[src/rhb_pkg.sv]
// package: record header layout, status bit positions and constants
`default_nettype none
package rhb_pkg;
  localparam int HDR_BYTES     = 40;
  localparam int HDR_WORDS     = 10;
  localparam int FILL_W        = 3;
  localparam int ST_RANGE_BIT  = 0;
  localparam int ST_FILL_LSB   = 1;
  localparam int ST_LOST_BEG   = 4;
  localparam int ST_LOST_MID   = 5;
  localparam int ST_LOST_END   = 6;
  localparam logic [7:0] FMT_16BIT = 8'h00;
  localparam logic [7:0] FMT_32BIT = 8'h01;
  localparam logic [3:0] WIDX_LAST = 4'h9;
  localparam logic [2:0] FILL_ZERO = 3'h0;
  localparam logic [31:0] CNT_ONE  = 32'h0000_0001;
  localparam int TIME_UNIT_PS  = 25;
  // register port offsets (word addresses)
  localparam logic [3:0] A_USER_ID  = 4'h0;
  localparam logic [3:0] A_CHANNEL  = 4'h1;
  localparam logic [3:0] A_FORMAT   = 4'h2;
  localparam logic [3:0] A_SERIAL   = 4'h3;
  localparam logic [3:0] A_PERIOD   = 4'h4;
  localparam logic [3:0] A_GP       = 4'h5;
  localparam logic [3:0] A_RECCNT   = 4'h6;
  localparam logic [3:0] A_STATUS   = 4'h7;
  localparam logic [3:0] A_TSRST    = 4'h8;
  // arbitrary neutral identity value
  localparam logic [31:0] SERIAL_RST = 32'h0000_0001;
  localparam logic [31:0] ZERO32     = 32'h0000_0000;
endpackage : rhb_pkg
`default_nettype wire

[src/rhb_status_acc.sv]
// status accumulator: sticky range, peak fill, lost-data flags per record
`default_nettype none
module rhb_status_acc
(
  // clock and reset
  input  wire logic       clk_i,
  input  wire logic       nrst_i,
  // record boundary
  input  wire logic       rec_start_i,
  input  wire logic       rec_end_i,
  // events
  input  wire logic       range_evt_i,
  input  wire logic [2:0] fill_i,
  input  wire logic       lost_beg_i,
  input  wire logic       lost_mid_i,
  input  wire logic       lost_end_i,
  // snapshot at record end
  output logic      [7:0] status_o
);
  logic       range_r;
  logic [2:0] fill_r;
  logic       lbeg_r;
  logic       lmid_r;
  logic       lend_r;
  logic [2:0] fill_nxt;

  // the start clears, but an event in the same cycle still counts
  always_comb
  begin
    fill_nxt = rec_start_i ? rhb_pkg::FILL_ZERO : fill_r;
    if (fill_i > fill_nxt)
      fill_nxt = fill_i;
  end

  always_ff @(posedge clk_i)
  begin
    if (!nrst_i)
    begin
      range_r <= 1'b0;
      fill_r  <= rhb_pkg::FILL_ZERO;
      lbeg_r  <= 1'b0;
      lmid_r  <= 1'b0;
      lend_r  <= 1'b0;
    end
    else
    begin
      range_r <= range_evt_i | (range_r & ~rec_start_i);
      fill_r  <= fill_nxt;
      lbeg_r  <= lost_beg_i | (lbeg_r & ~rec_start_i);
      lmid_r  <= lost_mid_i | (lmid_r & ~rec_start_i);
      lend_r  <= lost_end_i | (lend_r & ~rec_start_i);
    end
  end

  // snapshot includes the events of the end cycle itself
  always_ff @(posedge clk_i)
  begin
    if (!nrst_i)
      status_o <= 8'h00;
    else if (rec_end_i)
    begin
      status_o <= 8'h00;
      status_o[rhb_pkg::ST_RANGE_BIT] <= range_evt_i |
                                         (range_r & ~rec_start_i);
      status_o[rhb_pkg::ST_FILL_LSB +: rhb_pkg::FILL_W] <= fill_nxt;
      status_o[rhb_pkg::ST_LOST_BEG] <= lost_beg_i |
                                        (lbeg_r & ~rec_start_i);
      status_o[rhb_pkg::ST_LOST_MID] <= lost_mid_i |
                                        (lmid_r & ~rec_start_i);
      status_o[rhb_pkg::ST_LOST_END] <= lost_end_i |
                                        (lend_r & ~rec_start_i);
    end
  end
endmodule : rhb_status_acc
`default_nettype wire

[src/rhb_top.sv]
// record header builder: metadata capture and 40-byte header emission
// Functional notes
// header begins with status byte: range, fill level, lost data
// unit identifier byte comes from a software-set register
// channel byte names record source; low codes are physical inputs
// 32-bit field carries numeric part of unit serial number
// 32-bit record count from reset, plus one per captured record
// signed 32-bit sample period in 25 ps units
// unsigned 64-bit trigger time in 25 ps units
// signed 64-bit start offset from trigger, 25 ps units
// unsigned 32-bit record length, in bytes here
// 16-bit general-purpose word from a register, option-defined
// 16-bit count of timestamp counter resets
// fill level is 3 bits in eighths, 000 low, 111 high
// reported fill is the record's peak level
// buffer overflow losses set lost-data bits of that record
// distinct bit marks dropped record start; timestamp invalid
// distinct bit marks any internal gaps, regardless of count
// distinct bit marks dropped record end
// format byte: 0 is 16-bit words, 1 is 32-bit words
// range flag set if any sample over/underflowed anywhere
// range flag stays set until record end, cleared for next
// every header is exactly forty bytes
// fields packed in listed order, little-endian
// status: bit0 range, bits3:1 fill, bits6:4 begin/middle/end loss
`default_nettype none
module rhb_top
#(
  parameter int SERIAL_W = 32
)
(
  // clock and reset
  input  wire logic        clk_i,
  input  wire logic        nrst_i,
  // register port
  input  wire logic  [3:0] reg_addr_i,
  input  wire logic [31:0] reg_wdata_i,
  input  wire logic        reg_wr_i,
  input  wire logic        reg_rd_i,
  output logic      [31:0] reg_rdata_o,
  // acquisition events
  input  wire logic        rec_start_i,
  input  wire logic        rec_end_i,
  input  wire logic [63:0] trig_time_i,
  input  wire logic [63:0] start_off_i,
  input  wire logic [31:0] rec_len_i,
  input  wire logic        range_evt_i,
  input  wire logic  [2:0] fill_i,
  input  wire logic        lost_beg_i,
  input  wire logic        lost_mid_i,
  input  wire logic        lost_end_i,
  input  wire logic        ts_reset_i,
  // header stream to dma
  output logic      [31:0] hdr_data_o,
  output logic             hdr_valid_o,
  output logic             hdr_last_o,
  input  wire logic        hdr_ready_i
);
  typedef enum logic [1:0] {
    ST_IDLE = 2'b01,
    ST_SEND = 2'b10
  } rhb_state_t;

  rhb_state_t  state_r;
  logic  [7:0] user_id_r;
  logic  [7:0] channel_r;
  logic  [7:0] format_r;
  logic [31:0] serial_r;
  logic [31:0] period_r;
  logic [15:0] gp_r;
  logic [31:0] rec_cnt_r;
  logic [15:0] ts_rst_cnt_r;
  logic [63:0] trig_time_field;
  logic [63:0] start_off_r;
  logic [31:0] len_r;
  logic  [7:0] status_w;
  logic  [7:0] stat_hold_r;
  logic  [3:0] widx_r;
  logic        end_d_r;
  logic [31:0] word_nxt;
  logic        sending_nxt;

  rhb_status_acc u_stat
  (
    .clk_i       (clk_i),
    .nrst_i      (nrst_i),
    .rec_start_i (rec_start_i),
    .rec_end_i   (rec_end_i),
    .range_evt_i (range_evt_i),
    .fill_i      (fill_i),
    .lost_beg_i  (lost_beg_i),
    .lost_mid_i  (lost_mid_i),
    .lost_end_i  (lost_end_i),
    .status_o    (status_w)
  );

  // register writes
  always_ff @(posedge clk_i)
  begin
    if (!nrst_i)
    begin
      user_id_r <= 8'h00;
      channel_r <= 8'h00;
      format_r  <= rhb_pkg::FMT_16BIT;
      serial_r  <= rhb_pkg::SERIAL_RST;
      period_r  <= rhb_pkg::ZERO32;
      gp_r      <= 16'h0000;
    end
    else if (reg_wr_i)
    begin
      unique case (reg_addr_i)
        rhb_pkg::A_USER_ID: user_id_r <= reg_wdata_i[7:0];
        rhb_pkg::A_CHANNEL: channel_r <= reg_wdata_i[7:0];
        // only the two defined codes are accepted
        rhb_pkg::A_FORMAT:
          if (reg_wdata_i[7:0] == rhb_pkg::FMT_16BIT ||
              reg_wdata_i[7:0] == rhb_pkg::FMT_32BIT)
            format_r <= reg_wdata_i[7:0];
        rhb_pkg::A_SERIAL:
          serial_r <= 32'(reg_wdata_i[SERIAL_W-1:0]);
        rhb_pkg::A_PERIOD:  period_r <= reg_wdata_i;
        rhb_pkg::A_GP:      gp_r <= reg_wdata_i[15:0];
        default:            ;
      endcase
    end
  end

  // register reads, data one cycle later, unmapped reads zero
  always_ff @(posedge clk_i)
  begin
    if (!nrst_i)
      reg_rdata_o <= rhb_pkg::ZERO32;
    else if (reg_rd_i)
    begin
      unique case (reg_addr_i)
        rhb_pkg::A_USER_ID: reg_rdata_o <= {24'h00_0000, user_id_r};
        rhb_pkg::A_CHANNEL: reg_rdata_o <= {24'h00_0000, channel_r};
        rhb_pkg::A_FORMAT:  reg_rdata_o <= {24'h00_0000, format_r};
        rhb_pkg::A_SERIAL:  reg_rdata_o <= serial_r;
        rhb_pkg::A_PERIOD:  reg_rdata_o <= period_r;
        rhb_pkg::A_GP:      reg_rdata_o <= {16'h0000, gp_r};
        rhb_pkg::A_RECCNT:  reg_rdata_o <= rec_cnt_r;
        rhb_pkg::A_STATUS:  reg_rdata_o <= {24'h00_0000, stat_hold_r};
        rhb_pkg::A_TSRST:   reg_rdata_o <= {16'h0000, ts_rst_cnt_r};
        default:            reg_rdata_o <= rhb_pkg::ZERO32;
      endcase
    end
    else
      reg_rdata_o <= rhb_pkg::ZERO32;
  end

  // record counter counts captures from reset
  always_ff @(posedge clk_i)
  begin
    if (!nrst_i)
      rec_cnt_r <= rhb_pkg::ZERO32;
    else if (rec_start_i)
      rec_cnt_r <= rec_cnt_r + rhb_pkg::CNT_ONE;
  end

  // timestamp reset counter wraps at 16 bits
  always_ff @(posedge clk_i)
  begin
    if (!nrst_i)
      ts_rst_cnt_r <= 16'h0000;
    else if (ts_reset_i)
      ts_rst_cnt_r <= ts_rst_cnt_r + 16'h0001;
  end

  // per-record timing captured at the start; length at the end
  always_ff @(posedge clk_i)
  begin
    if (!nrst_i)
    begin
      trig_time_field <= 64'h0000_0000_0000_0000;
      start_off_r     <= 64'h0000_0000_0000_0000;
      len_r           <= rhb_pkg::ZERO32;
    end
    else
    begin
      if (rec_start_i)
      begin
        trig_time_field <= trig_time_i;
        start_off_r     <= start_off_i;
      end
      if (rec_end_i)
        len_r <= rec_len_i;
    end
  end

  always_ff @(posedge clk_i)
  begin
    if (!nrst_i)
      end_d_r <= 1'b0;
    else
      end_d_r <= rec_end_i;
  end

  // header word table, little-endian byte order
  function automatic logic [31:0] hdr_word(input logic [3:0] idx);
    logic [31:0] w;
    w = rhb_pkg::ZERO32;
    unique case (idx)
      4'h0: w = {format_r, channel_r, user_id_r, status_w};
      4'h1: w = serial_r;
      4'h2: w = rec_cnt_r;
      4'h3: w = period_r;
      4'h4: w = trig_time_field[31:0];
      4'h5: w = trig_time_field[63:32];
      4'h6: w = start_off_r[31:0];
      4'h7: w = start_off_r[63:32];
      4'h8: w = len_r;
      4'h9: w = {ts_rst_cnt_r, gp_r};
      default: w = rhb_pkg::ZERO32;
    endcase
    return w;
  endfunction : hdr_word

  // header words are read live from the field registers; the next record start must follow its emission
  always_comb
  begin
    sending_nxt = 1'b0;
    word_nxt    = hdr_data_o;
    unique case (state_r)
      ST_IDLE:
      begin
        sending_nxt = end_d_r;
        word_nxt    = hdr_word(4'h0);
      end
      ST_SEND:
      begin
        sending_nxt = !(hdr_ready_i && widx_r == rhb_pkg::WIDX_LAST);
        word_nxt    = hdr_ready_i ? hdr_word(widx_r + 4'h1) : hdr_data_o;
      end
      default:
      begin
        sending_nxt = 1'b0;
        word_nxt    = rhb_pkg::ZERO32;
      end
    endcase
  end

  always_ff @(posedge clk_i)
  begin
    if (!nrst_i)
    begin
      state_r     <= ST_IDLE;
      widx_r      <= 4'h0;
      hdr_valid_o <= 1'b0;
      hdr_last_o  <= 1'b0;
      hdr_data_o  <= rhb_pkg::ZERO32;
      stat_hold_r <= 8'h00;
    end
    else
    begin
      hdr_data_o  <= word_nxt;
      hdr_valid_o <= sending_nxt;
      unique case (state_r)
        ST_IDLE:
          if (end_d_r)
          begin
            state_r     <= ST_SEND;
            widx_r      <= 4'h0;
            hdr_last_o  <= 1'b0;
            stat_hold_r <= status_w;
          end
        ST_SEND:
          if (hdr_ready_i)
          begin
            if (widx_r == rhb_pkg::WIDX_LAST)
            begin
              state_r     <= ST_IDLE;
              hdr_last_o  <= 1'b0;
            end
            else
            begin
              widx_r     <= widx_r + 4'h1;
              hdr_last_o <= (widx_r + 4'h1) == rhb_pkg::WIDX_LAST;
            end
          end
        default:
          state_r <= ST_IDLE;
      endcase
    end
  end
endmodule : rhb_top
`default_nettype wire

[config.mk]
export PLATFORM = sky130hd
export DESIGN_NAME = rhb_top
export DESIGN_NICKNAME = d
export VERILOG_FILES = /design/src/rhb_pkg.sv /design/src/rhb_status_acc.sv /design/src/rhb_top.sv
export SDC_FILE = /design/constraint.sdc
export NUM_CORES = 1
export LEC_CHECK = 0
export ABC_AREA = 1
export BUFFER_PORTS_ARGS = -buffer_cell sky130_fd_sc_hd__buf_4
export CORE_ASPECT_RATIO = 1.4
export CORE_MARGIN = 4
export CORE_UTILIZATION = 40
export CTS_CLUSTER_SIZE = 24
export DETAILED_ROUTE_END_ITERATION = 10
export SYNTH_ARGS = -nofsm -noshare
export SYNTH_HDL_FRONTEND = slang
export SYNTH_SLANG_ARGS = --single-unit
[constraint.sdc]
create_clock -name clk_i -period 1.78 [get_ports clk_i]
set_input_delay 0.089 -clock clk_i [delete_from_list [all_inputs] [get_ports clk_i]]
set_output_delay 0.089 -clock clk_i [all_outputs]
set_load 0.03 [all_outputs]
* Word level (Yosys, flattened, before mapping) *
Index checks and enable logic that the tools add are counted.

storage, ports and cells
  logic and storage cells = 100
  register bits after elaboration = 406
  input bits = 211

operators by class
  reduce and logical (&&, ||, !) cells = 18
  muxes and demuxes = 19
  bitwise gates (word level) = 9
  magnitude comparators = 1
  add/sub/neg operators = 3
  equality and inequality tests = 25

operators by type and width
  cell                                                 number
  case mux 32 bit (10 select lines)                    1
  case mux 32 bit (9 select lines)                     1
  case mux 32 bit (2 select lines)                     1
  adder 32 x 1 -> 32 bit, second input constant        1
  equality test 4 x 3 -> 1 bit, second input constant  8
  2-to-1 mux 32 bit                                    1
  adder 16 x 1 -> 16 bit, second input constant        1
  equality test 4 x 2 -> 1 bit, second input constant  4
  equality test 4 bit, second input constant           4
  AND reduction 2 bit                                  7
  2-to-1 mux 4 bit                                     3
  AND reduction 3 bit                                  3
  equality test 4 x 1 -> 1 bit, second input constant  2
  equality test 8 x 1 -> 1 bit, second input constant  1
  logical NOT 4 bit                                    2
  logical NOT 8 bit                                    1
  inequality test 2 bit, second input constant         4
  case mux 4 bit (2 select lines)                      1
  2-to-1 mux 2 bit                                     3
  2-to-1 mux 3 bit                                     2
  adder 4 x 1 -> 4 bit, second input constant          1
  AND 1 bit                                            4
  OR 1 bit                                             4
  case mux 1 bit (2 select lines)                      2
  other kinds (11)                                     13

* Longest topological paths before layout *
  word-level depth = 5
  depth in mapped cells = 13
  gate-level depth less buffers = 11

* By module *
Synthesis repeated with hierarchy kept, for this count alone.

second synthesis, totals
  cells, all modules = 2851
  area, all modules = 19399.9 um^2

by module, submodules not included
  module          times used  cells an instance  area an instance (um^2)  seq. area each (um^2)
  rhb_top         1           2770               18790.5                  7867.5
  rhb_status_acc  1           81                 609.3                    280.3

* Worst setup path before layout *
Ideal clock, no wire load.

  path type = reg2reg
  start point = register widx_r[0]
  end point = register hdr_data_o[11]
  stages on the path, launching flop included = 12
  slack = -18 ps
  clock period less this slack = 1798 ps
  setup time = 70 ps
  arrival = 1728 ps
  required time = 1710 ps
  cell sequence = dfxtp_1 > inv_1 > ha_1 > buf_2 > clkbuf_1 > clkbuf_1 > nand3_1 > nand2_1 > inv_1 > nand3_1 > nand2_1 > a21oi_1

between the ends
  word-level cells in the longest chain between the ends = 5
  elaborated cells between the ends (all ways) = 14

ends and longest elaborated chain
  element                                            RTL line        text
  start, declared                                    rhb_top.sv:78   logic [3:0] widx_r;
  start signal, assigned                             rhb_top.sv:277  widx_r <= widx_r + 4'h1;
  adder 4 x 1 -> 4 bit (*)                           rhb_top.sv:233  word_nxt = hdr_ready_i ? hdr_word(widx_r + 4'h1) : hdr_data_o;
  equality test 4 bit, or another cell as far along  rhb_top.sv:203  unique case (idx)
  case mux 32 bit (10 select lines) (*)              rhb_top.sv:203
  2-to-1 mux 32 bit (*)                              rhb_top.sv:233
  case mux 32 bit (2 select lines) (*)               rhb_top.sv:224  unique case (state_r)
  end signal, assigned                               rhb_top.sv:251  hdr_data_o <= rhb_pkg::ZERO32;
  end signal, assigned                               rhb_top.sv:256  hdr_data_o <= word_nxt;
  end, declared                                      rhb_top.sv:54   output logic [31:0] hdr_data_o,

Every way passes the cells marked *; elsewhere a longest branch is shown, timed or not. The select of a mux whose other input is x is not followed.
A chain may end at the register's enable or synchronous reset.

* Worst setup path after layout *
  start point = register widx_r[1]
  end point = register hdr_data_o[24]

The elaborated chain is that of the path after synthesis.

==> metrics.md <==
| Metric | Value |
|---|---|
| Average via count per standard cell | 5.55 |
| Final hold vios | 0 |
| Ys Warns | 0 |
| Violated checks | setup timing |
| CTS buffer count | 43 |
| Crit Path Max Fanout | 8 |
| Clock buffer depth | 3 |
| Post-DP Area | 23500 sq um |
| Full die area | 52000 sq um |
| Sequential area share after synthesis | 42.0% |
| Clock Sinks | 406 |
| Status | finished with violations |
| Pwr per Cell Area | 826 nW/um^2 |
| Worst Setup Start Kind | register |
| Post-Syn Nets | 3043 |
| Distinct cells, synth | 38 |
| Fin crit share | 113% |
| Final #Nets | 3605 |
| Total GRT Usage | 34.2% |
| Routed Antenna Nets | 0 |
| Vias in the first global route | 21700 |
| RSZ-0062 raised after global routing | yes |
| Post-route cell area | 28200 sq um |
| I/O Buffers | 276 |
| Residual DRC | 0 |
| IO Count | 277 |
| CP endpoint kind | register |
| HPWL after DPL | 67.6 mm |
| DRT Wirelength | 93.7 mm |
| Top cell type's share of synthesized area | 42.0% |
| Max_slew headroom | 58.1% |
| Vias post-DR | 22500 |
| Max layer used | met4 |
| Final Max Slew Viols | 0 |
| Clock skew | 17.9 ps |
| Layout area overhead | 45.7% |
| Yosys reg bits | 406 |
| WL per Instance | 23.2 um |
| Top cell type by total area after synthesis | dfxtp_1 |
| Die extent in y | 268 um |
| Worst hold path class | input port to register |
| Top area cells in the synthesized netlist | dfxtp_1 (42%), nor2_1 (9.9%), nand4_1 (8.6%), nand2_1 (8.3%), o21ai_0 (7.3%) |
| Main synth FF type | dfxtp_1 |
| Most common cell in the netlist | nor2_1 |
| Worst EP arrival | 2490 ps |
| Async SR Flop Fraction | 0% |
| Req. time, crit path | 2270 ps |
| Final Critical Period | 2000 ps |
| Number of core rows | 95 |
| Routability cong. | 0.986 |
| DIE WIDTH | 194 um |
| DR pass1 iterations | 7 |
| Worst-Skew Late Latency | 560 ps |
| Max Cap Viol | 0 |
| Setup CP Type | register to register |
| H-Tree Depth | 2 |
| Worst-Margin Slew | 623 ps |
| Routed met3 length | 5.64 mm |
| Metal-1 WL | 36.3 mm |
| Antenna violations before repair | 0 |
| Mapped Area | 19300 sq um |
| Initial Util | 40.4% |
| Pin count of the biggest net entering global routing | 127 |
| CTS tree | yes |
| Pre-CTS WS | -402 ps |
| Core box area | 47900 sq um |
| CTS clk-pin slew, worst paths | 60 ps |
| VDD IR max | 0.718 mV |
| Fmax | 499 MHz |
| GRT overflow | 0 |
| Global-route wire length before repair | 138 mm |
| Layout cells sized above 1 | 22.4% |
| Final setup viols | 32 |
| Synth top cells by count | nor2_1 (508), nand2_1 (429), dfxtp_1 (406) |
| Leak | 12.2 nW |
| WL met2 | 44.7 mm |
| Mean post-synth cell area | 6.86 sq um |
| DR iter-0 viols | 1885 |
| Worst Setup Slack, final | -225 ps |
| Number of flops mapped to enable cells by yosys | 0 |
| Ant. Diodes | 0 |
| Root buf cell | clkbuf_16 |
| Mapped Cells | 2819 |
-- metal layers --
metal  GRT usage (%)  vias up
met3            4.72      253
met5               0        -
li1                -    10600
met1            40.9    10600
met2            59.0      964
met4            20.2        0
-- worst paths after layout --
check | start | depth (start not counted) | endpoint | slack [ps]
setup / recovery | widx_r[1] | 12 | hdr_data_o[24] | -220
hold / removal | rec_end_i | 3 | len_r[6] | 20
setup reg to reg | widx_r[1] | 12 | hdr_data_o[24] | -220
hold reg to reg | ts_rst_cnt_r[0] | 1 | ts_rst_cnt_r[0] | 470
-- kinds of logic after synthesis --
logic type               count (synthesis)  share of synthesized area (%)
AND/OR/NAND/NOR                       1368                           31.2
AO/OA/AOI/OAI                          548                           15.8
buffers and inverters                  474                           9.63
flip-flops                             406                           42.0
adder cells (fa/ha/maj)                 13                          0.841
XOR/XNOR                                10                          0.531
-- worst max-delay path: stages (launching register included) --
cell and delay, ps:
dfxtp_4 360, ha_4 190, buf_12 130, xnor2_4 180, buf_6 160, buf_6 110, nand3_2 80, nand3_2 100
nand3_2 90, clkinv_4 150, buf_12 170, nand2_1 70, a21oi_1 120
-- per-stage QoR --
stage	instances	utilization, %	total power, W	hold WS (ps)	TNS (ps)
3_3_place_gp	3734	49.0	0.0130	311	-9130
6_report	4044	58.8	0.0233	19.2	-5950
2_1_floorplan	2819	-	0.0114	179	0
4_1_cts	4030	57.9	0.0232	2.94	-4510
3_5_place_dp	3734	49.0	0.0130	315	-9910
5_1_grt	4044	58.8	0.0240	32.9	-7750
-- flip-flops by register name, indices dropped and copies added (netlist names), 2 cells and up --
name and flops:
hdr_data_o 32, widx_r 4, serial_r 32, user_id_r 8
rec_cnt_r 32, format_r 8, state_r 2, ts_rst_cnt_r 16
period_r 32, u_stat.status_o 7, channel_r 8, start_off_r 64
trig_time_field 64, len_r 32, reg_rdata_o 32, u_stat.fill_r 3
stat_hold_r 7, gp_r 16
-- layout by cell type (no fill, tap or decap), types with 11 or more instances in the layout --
cell,n
nor2_1,464
buf_12,38
clkbuf_16,50
o211ai_1,13
o21ai_0,276
nor3_1,31
inv_1,248
a21oi_1,150
nand3_2,11
dlygate4sd3_1,202
a21oi_2,13
nor2_2,30
a32o_1,31
dfxtp_1,399
nand2_1,378
nand2_2,47
o22ai_1,35
nand4_1,265
nand3_1,99
nor2_4,17
buf_4,467
-- power breakdown --
part	switching, W	internal [W]
registers	0.000351	0.00951
clock network	0.00398	0.00590
logic	0.00202	0.00150
-- layout make-up --
type	count	area [sq um]
timing repair buffer	732	6780
multi-input combinational	1940	9940
clock inverter	19	258
tap	630	788
fill	4390	19700
inverter	258	976
clock buffer	59	1280
sequential	406	8140
-- what timing repair did --
item                       in CTS  in global routing
gates cloned                    9                  5
setup buffers                   8                  9
hold endpoints to repair      272                  0
setup endpoints to repair      35                 61
pin swaps                      30                 22
hold buffers                  202                  0
gates resized for setup       128                 72
Note: power is estimated with default switching activity, not from simulation.
